<file path="src/secded_pkg.sv">
package secded_pkg;

  localparam int DATA_WIDTH    = 8;
  localparam int PARITY_COUNT  = 5;
  localparam int CODE_WIDTH    = DATA_WIDTH + PARITY_COUNT;
  localparam int HAMMING_COUNT = PARITY_COUNT - 1;
  localparam int FIRST_DATA_POS = 3;
  localparam int FIFO_DEPTH    = 4;
  localparam int LATENCY_ONE   = 1;
  localparam int LATENCY_TWO   = 2;
  localparam logic [CODE_WIDTH-1:0] CODE_RESET = 13'h0000;
  localparam logic [DATA_WIDTH-1:0] DATA_RESET = 8'h00;

  typedef logic [DATA_WIDTH-1:0] data_t;
  typedef logic [CODE_WIDTH-1:0] code_t;

  typedef struct packed {
    logic  valid;
    data_t data;
  } data_beat_s;

  typedef struct packed {
    logic  valid;
    code_t code;
  } code_beat_s;

endpackage

</file>
<file path="src/code_fifo.sv">
`timescale 1ns/1ns
module code_fifo #(
  parameter int WIDTH = 13,
  parameter int DEPTH = 4
) (
  input  wire logic             ref_clk,
  input  wire logic             reset_n,
  input  wire logic             in_valid,
  output logic                  in_ready,
  input  wire logic [WIDTH-1:0] in_data,
  output logic                  out_valid,
  input  wire logic             out_ready,
  output logic      [WIDTH-1:0] out_data
);
  localparam int AW = (DEPTH > 1) ? $clog2(DEPTH) : 1;

  typedef struct packed {
    logic [DEPTH-1:0][WIDTH-1:0] mem;
    logic [AW-1:0]               wr_ptr;
    logic [AW-1:0]               rd_ptr;
    logic [AW:0]                 count;
  } fifo_state_s;

  fifo_state_s state;
  fifo_state_s next_state;
  logic        push;
  logic        pop;

  function automatic logic [AW-1:0] bump(input logic [AW-1:0] p);
    bump = (p == AW'(DEPTH - 1)) ? '0 : p + 1'b1;
  endfunction

  assign in_ready  = (state.count != (AW+1)'(DEPTH));
  assign out_valid = (state.count != '0);
  assign out_data  = state.mem[state.rd_ptr];
  assign push      = in_valid && in_ready;
  assign pop       = out_valid && out_ready;

  always_comb begin
    next_state = state;
    if (push) begin
      next_state.mem[state.wr_ptr] = in_data;
      next_state.wr_ptr            = bump(state.wr_ptr);
    end
    if (pop) begin
      next_state.rd_ptr = bump(state.rd_ptr);
    end
    if (push && !pop) begin
      next_state.count = state.count + 1'b1;
    end else if (pop && !push) begin
      next_state.count = state.count - 1'b1;
    end
  end

  always_ff @(posedge ref_clk or negedge reset_n) begin
    if (!reset_n) begin
      state <= '0;
    end else begin
      state <= next_state;
    end
  end

  a_fifo_no_overflow: assert property (@(posedge ref_clk) disable iff (!reset_n)
    state.count <= (AW+1)'(DEPTH))
    else $error("FIFO count above depth.");

endmodule // code_fifo

</file>
<file path="src/secded_hamming_encoder.sv">
`timescale 1ns/1ns
// Functional notes
// Eight data bits become a 13-bit code word with five generated parity bits.
// Power-of-two positions carry Hamming parity and the last position carries overall parity.
// Data bits fill the remaining positions upward, the lowest data bit at position three.
// Parity at position n skips n-1 positions, then alternately checks and skips n positions.
// The first parity bit is even parity of positions 3, 5, 7, 9 and 11.
// The second parity bit is even parity of positions 3, 6, 7, 10 and 11.
// The overall parity bit is even parity of positions 1 to 12, Hamming parity included.
// The output word holds data in its low bits and parity in its high bits.
// Data is taken and encoded at a rising edge only while the code clock enable is high.
// With two-cycle latency the word appears at the next edge that takes data after the encoding edge.
// With one-cycle latency the word appears at the encoding edge itself.
// While the code clock enable is low the output code word holds its value and the output valid flag clears; code_valid holds until the FIFO empties.
// The asynchronous clear sets every pipeline and output register to zero.
module secded_hamming_encoder
  import secded_pkg::*;
#(
  parameter int LATENCY    = secded_pkg::LATENCY_TWO,
  parameter int FIFO_WORDS = secded_pkg::FIFO_DEPTH
) (
  input  wire logic                  ref_clk,
  input  wire logic                  reset_n,
  input  wire logic                  code_clk_en,
  input  wire secded_pkg::data_t     data_in,
  output logic                       data_ready,
  output secded_pkg::code_t          code_word,
  output logic                       code_valid,
  input  wire logic                  code_ready
);
  import secded_pkg::*;

  typedef struct packed {
    data_beat_s stage;
    code_beat_s out;
  } enc_state_s;

  enc_state_s state;
  enc_state_s next_state;
  code_t      encoded;
  code_t      stage_code;
  logic       fifo_in_ready;
  logic       take;
  logic       produced;

  function automatic logic is_pow2(input int pos);
    is_pow2 = (pos & (pos - 1)) == 0;
  endfunction

  function automatic code_t encode(input data_t d);
    logic [CODE_WIDTH:1] pos;
    logic [HAMMING_COUNT-1:0] ham;
    logic overall;
    int   k;
    pos     = '0;
    ham     = '0;
    overall = 1'b0;
    k       = 0;
    for (int p = 1; p < CODE_WIDTH; p++) begin
      if (!is_pow2(p)) begin
        pos[p] = d[k];
        k++;
      end
    end
    for (int i = 0; i < HAMMING_COUNT; i++) begin
      for (int p = FIRST_DATA_POS; p < CODE_WIDTH; p++) begin
        if (((p >> i) & 1) == 1) begin
          ham[i] = ham[i] ^ pos[p];
        end
      end
      pos[1 << i] = ham[i];
    end
    for (int p = 1; p < CODE_WIDTH; p++) begin
      overall = overall ^ pos[p];
    end
    encode = {overall, ham, d};
  endfunction

  assign encoded    = encode(data_in);
  assign stage_code = encode(state.stage.data);
  assign take       = code_clk_en && fifo_in_ready;
  assign data_ready = take;
  // Words enter the FIFO at the edge that makes them, so a take can never outrun the room.
  assign produced   = take && next_state.out.valid;

  always_comb begin
    next_state = state;
    if (take) begin
      next_state.stage.valid = 1'b1;
      next_state.stage.data  = data_in;
      if (LATENCY == LATENCY_ONE) begin
        next_state.out.valid = 1'b1;
        next_state.out.code  = encoded;
      end else begin
        next_state.out.valid = state.stage.valid;
        next_state.out.code  = stage_code;
      end
    end else begin
      next_state.out.valid = 1'b0;
    end
  end

  always_ff @(posedge ref_clk or negedge reset_n) begin
    if (!reset_n) begin
      state <= '0;
    end else begin
      state <= next_state;
    end
  end

  assign code_word = state.out.code;

  code_fifo #(
    .WIDTH (CODE_WIDTH),
    .DEPTH (FIFO_WORDS)
  ) u_fifo (
    .ref_clk   (ref_clk),
    .reset_n   (reset_n),
    .in_valid  (produced),
    .in_ready  (fifo_in_ready),
    .in_data   (next_state.out.code),
    .out_valid (code_valid),
    .out_ready (code_ready),
    .out_data  ()
  );

  a_word_layout: assert property (@(posedge ref_clk) disable iff (!reset_n)
    (code_clk_en && fifo_in_ready && LATENCY == LATENCY_ONE) |=>
      code_word[DATA_WIDTH-1:0] == $past(data_in))
    else $error("Data bits not in low part of code word.");

  a_overall_even: assert property (@(posedge ref_clk) disable iff (!reset_n)
    encoded[CODE_WIDTH-1] == (^encoded[CODE_WIDTH-2:0]))
    else $error("Overall parity is not even.");

  a_parity_one: assert property (@(posedge ref_clk) disable iff (!reset_n)
    encoded[DATA_WIDTH] == (data_in[0] ^ data_in[1] ^ data_in[3] ^ data_in[4] ^ data_in[6]))
    else $error("First parity bit wrong.");

  a_parity_two: assert property (@(posedge ref_clk) disable iff (!reset_n)
    encoded[DATA_WIDTH+1] == (data_in[0] ^ data_in[2] ^ data_in[3] ^ data_in[5] ^ data_in[6]))
    else $error("Second parity bit wrong.");

  a_known_vector: assert property (@(posedge ref_clk) disable iff (!reset_n)
    (data_in == 8'hf0) |-> encoded == 13'h14f0)
    else $error("Encoding of f0 is wrong.");

  a_hold_disabled: assert property (@(posedge ref_clk) disable iff (!reset_n)
    !code_clk_en |=> $stable(code_word) && !state.out.valid)
    else $error("Output changed while enable low.");

  a_two_cycle: assert property (@(posedge ref_clk) disable iff (!reset_n)
    (LATENCY == LATENCY_TWO && take ##1 take) |=> code_word == encode($past(data_in, 2)))
    else $error("Two-cycle latency word wrong.");

  a_one_cycle: assert property (@(posedge ref_clk) disable iff (!reset_n)
    (LATENCY == LATENCY_ONE && take) |=> code_word == encode($past(data_in)))
    else $error("One-cycle latency word wrong.");

  a_no_take_off: assert property (@(posedge ref_clk) disable iff (!reset_n)
    !code_clk_en |=> $stable(state.stage))
    else $error("Stage loaded while enable low.");

  a_parity_three: assert property (@(posedge ref_clk) disable iff (!reset_n)
    encoded[DATA_WIDTH+2] == (data_in[1] ^ data_in[2] ^ data_in[3] ^ data_in[7]))
    else $error("Third parity bit wrong.");

  a_parity_four: assert property (@(posedge ref_clk) disable iff (!reset_n)
    encoded[DATA_WIDTH+3] == (data_in[4] ^ data_in[5] ^ data_in[6] ^ data_in[7]))
    else $error("Fourth parity bit wrong.");

  a_reset_clear: assert property (@(posedge ref_clk)
    !reset_n |-> state == '0)
    else $error("Registers not cleared in reset.");

  c_fifo_full:  cover property (@(posedge ref_clk) disable iff (!reset_n) !fifo_in_ready);
  c_two_takes:  cover property (@(posedge ref_clk) disable iff (!reset_n) take ##1 take);
  c_vector_fa:  cover property (@(posedge ref_clk) disable iff (!reset_n) encoded == 13'h06fa);
  c_enable_gap: cover property (@(posedge ref_clk) disable iff (!reset_n)
    code_clk_en ##1 !code_clk_en ##1 code_clk_en);

endmodule // secded_hamming_encoder

</file>
<file path="config.mk">
export PLATFORM = sky130hd
export DESIGN_NAME = secded_hamming_encoder
export DESIGN_NICKNAME = d
export VERILOG_FILES = /design/src/secded_pkg.sv /design/src/code_fifo.sv /design/src/secded_hamming_encoder.sv
export SDC_FILE = /design/constraint.sdc
export NUM_CORES = 1
export LEC_CHECK = 0
export BUFFER_PORTS_ARGS = -buffer_cell sky130_fd_sc_hd__buf_2
export CORE_UTILIZATION = 56
export CTS_CLUSTER_DIAMETER = 120
export DETAILED_ROUTE_END_ITERATION = 10
export PLACE_DENSITY = 0.85
export SLEW_MARGIN = 20
export SYNTH_ARGS = -nofsm -noshare
export SYNTH_HDL_FRONTEND = slang
export SYNTH_SLANG_ARGS = --single-unit
export TNS_END_PERCENT = 20
</file>
<file path="constraint.sdc">
create_clock -name ref_clk -period 3.2 [get_ports ref_clk]
set_input_delay 0.64 -clock ref_clk [delete_from_list [all_inputs] [get_ports ref_clk]]
set_output_delay 0.64 -clock ref_clk [all_outputs]
set_load 0.02 [all_outputs]
</file>
### After elaboration in Yosys (flattened, before gate mapping)

Cells that the tools add are included.

| operators by class | value |
|---|---|
| $add $sub $neg | 2 |
| mux-type cells | 3 |
| bitwise operators | 25 |
| eq/ne operators | 1 |
| reduce and logical (&&, ||, !) cells | 10 |

Operators with widths:

| operator | number |
|---|---|
| bitwise XOR 1 bit | 25 |
| logical AND 1 bit | 6 |
| two-way mux 3 bit | 2 |
| adder 3 x 1 -> 3 bit (second input constant) | 1 |
| != test 3 bit (second input constant) | 1 |
| nonzero test 3 bit | 1 |
| subtractor 3 x 1 -> 3 bit (second input constant) | 1 |
| zero test 1 bit | 2 |
| nonzero test 2 bit | 1 |
| two-way mux 1 bit | 1 |

| word-level totals | value |
|---|---|
| output and inout port bits | 15 |
| register bits | 25 |
| input bits | 12 |

### Depth between registers and ports, before layout

| logic depth | value |
|---|---|
| depth after elaboration | 15 |
| depth in mapped cells | 10 |
| gate-level depth less buffers | 9 |

### By module

A second synthesis with hierarchy kept.

| second synthesis, totals | value |
|---|---|
| cell total of the unflattened synthesis | 244 |
| area, all modules | 3772.4 um2 |

By module, submodules not included:

| module | cells an instance | area an instance (um2) | instances |
|---|---|---|---|
| code_fifo | 165 | 2690.1 | 1 |
| secded_hamming_encoder | 79 | 1082.3 | 1 |

### Least setup slack after synthesis

Ideal clock, no wire load.

| path | value |
|---|---|
| kind | flip-flop to flip-flop |
| start point | reg u_fifo.state[1] (netlist name) |
| end point | reg u_fifo.state[1] (netlist name) |
| library setup time | 0.125 ns |
| stages on the path, launching flop included | 8 |
| path buffers | 1 |
| setup slack | 0.975 ns |
| data arrival time | 2.101 ns |
| cell sequence | dfrtp_1 o31ai_2 buf_2 nor2_1 ha_1 inv_1 fa_1 mux2_2 |

RTL lines:

| what | line | text |
|---|---|---|
| from (decl) | code_fifo.sv:24 | `fifo_state_s state;` |
| from (signal assigned) | code_fifo.sv:59 | `state <= next_state;` |

==> metrics <==
reg-to-reg setup timing slack 0.81 ns; Synth Net Count 106; Port-buffer cells 26; global-route wire length before repair 3150 um; pwr dens 1110 nW/um^2; Hold Crit Class in -> async; setup repair after global routing missed its margin no; crit path DAT 2.61 ns; 1st-iter DRT viols 5; unique cell type count in the Yosys netlist 18; I/O pins 27; Gate power share 0.524; core area 2000 um^2; Chip Height 48.8 um; clock share of power 0.094; CP endpoint kind register; CTS clk-pin slew, worst paths 0.14 ns; endpoints failing hold 0; crit path from u_fifo.state[1]$_DFFE_PN0P_; CTS Buf Count 3; ratio of cells with drive above 1 in the final layout 0.491; Startpoint Class register; DR vias 682; Vias/cell 5.05; kind of critical path reg -> reg; WL/cell 13.3 um; Area Growth Syn to Fin 8.46%; post-synthesis cell count 92; gpl congestion 0.744; Sw Share 0.372; outcome finished, final reports clean; CP required 3.42 ns; Slew @ Worst Pin 0.534 ns; Hold Buf Count CTS 0; CTS tree yes; # Post-CTS Setup Buffers 0; Net Sw Power 549 uW; Pint 927 uW; initial antenna violation count 0; clock root cell clkbuf_4; vias in the first global route 673; Ys Warns 0; Worst Skew 0.00715 ns; relative slew slack 0.644; post-DP HPWL 1340 um; Worst-Skew Late Latency 0.32 ns; min cycle time layout 2.39 ns; r2r endpoint u_fifo.state[1]$_DFFE_PN0P_; total wire length 1790 um; Pleak 0.000628 uW; Layout Nets 123; CP endpoint u_fifo.state[1]$_DFFE_PN0P_; Post-route DRC 0; Post-Synthesis Cell Area 1230 um^2; GR Overflow Total 0; placed cell count 130; H-tree levels 1; DRT Pass-1 Iters 3; Final ANT Viol Nets 0; R2R cell count 7; Final Util 0.665; # setup viols final 0; Slew Viols, Final 0; setup TNS 0 ns; sequential area share after synthesis 0.510; GRT Total Usage 0.177; post_cts resized 0; ant diodes 0; Worst Path Max Fanout 17; syn avg cell area 13.3 um^2; Yosys reg bits 25; period utilization 0.747; worst hold slack 0.281 ns; Reg power frac 0.382; die area 2380 um^2; DIE WIDTH 48.8 um; Crit Reg-Reg Startpoint u_fifo.state[1]$_DFFE_PN0P_; CTS Buffer Depth 2; largest net degree at the start of global routing 27; max cap viols 0; clk sinks 25; Cell Rows 16; Initial Utilization 0.613; Fmax 419 MHz; VDD IR max 0.562 mV; Final Non-Filler Cells 135
## synthesized netlist by cell type
master,instances,share of area
o21ai_0,3,0.012
xnor3_1,1,0.018
mux2_2,18,0.17
inv_1,4,0.012
ha_1,1,0.010
xnor2_2,1,0.013
xnor2_1,10,0.071
xor3_2,1,0.020
nand2_1,5,0.015
fa_1,1,0.016
o31ai_2,1,0.010
buf_2,2,0.0082
buf_4,13,0.080
mux2_4,1,0.012
xor2_1,2,0.014
or3_1,1,0.0051
dfrtp_1,25,0.51
nor2_1,2,0.0061
## stage by stage
stage               total power (uW)  setup slack (ns)  cell area [um^2]
floorplan                       1270             0.975              1230
global route                    1580             0.665              1330
global placement                1310             0.688              1290
detailed placement              1350             0.545              1290
finish                          1480             0.811              1330
CTS                             1490             0.376              1320
## sequential cells by signal, summed over array words and instances (netlist names)
register	cells
stage_code	8
u_fifo.state	3
state	1
code_word	13
## power groups by stage
stage | logic (uW) | registers (uW) | clock network (uW)
3_3_place_gp | 752 | 562 | 0
6_report | 773 | 564 | 139
4_1_cts | 780 | 567 | 148
3_5_place_dp | 777 | 574 | 0
5_1_grt | 839 | 585 | 159
2_1_floorplan | 731 | 543 | 0
## layer usage
metal  vias to the layer above  share of wire  global-route usage
met3                         4          0.031              0.0312
met4                         0          0.013              0.0882
met5                         -              0                   0
li1                        323              -                   -
met1                       339           0.41               0.218
met2                        16           0.55               0.301
## final cells by class
| type | instances | area, um^2 |
|---|---|---|
| clock buffers | 3 | 22.5 |
| clock inverters | 1 | 5.00 |
| fillers | 172 | 671 |
| inverters | 4 | 15.0 |
| multi-input cells | 48 | 488 |
| flip-flops and latches | 25 | 626 |
| well taps | 27 | 33.8 |
| repair buffers | 27 | 141 |
## cells in the final DEF (no fill, tap or decap), drive strengths merged
cell / n
fa: 1
ha: 1
xor2: 2
clkinv: 1
o31ai: 1
nand2: 5
dfrtp: 25
o21ai: 3
clkbuf: 3
xnor2: 11
xor3: 1
inv: 4
or3: 1
xnor3: 1
buf: 27
nor2: 2
mux2: 19
## kinds of logic after synthesis
| group | Yosys count | share of synthesized area |
|---|---|---|
| flops | 25 | 0.510 |
| mux | 19 | 0.177 |
| xor+xnor | 15 | 0.138 |
| fa+ha+maj | 2 | 0.0265 |
| buf+inv | 19 | 0.0999 |
| simple gates | 8 | 0.0265 |
| compound gates | 4 | 0.0224 |
## worst min path at each step
stage | to | slack (ns) | cells after the start
floorplan | code_word[0]$_DFFE_PN0P_ | 0.34 | 0
global placement | state[22]$_DFFE_PN0P_ | 0.43 | 2
detailed placement | state[22]$_DFFE_PN0P_ | 0.46 | 2
global route | code_word[8]$_DFFE_PN0P_ | 0.31 | 1
finish | stage_code[1]$_DFFE_PN0P_ | 0.28 | 1
CTS | code_word[8]$_DFFE_PN0P_ | 0.29 | 1
## critical path, cell delays in order, from the launching register on
cell and delay (ns):
dfrtp_1 0.48, o31ai_4 0.52, buf_6 0.25, nor2_1 0.07
ha_1 0.22, inv_1 0.08, fa_1 0.42, mux2_2 0.27
(Power assumes the default switching activity.)
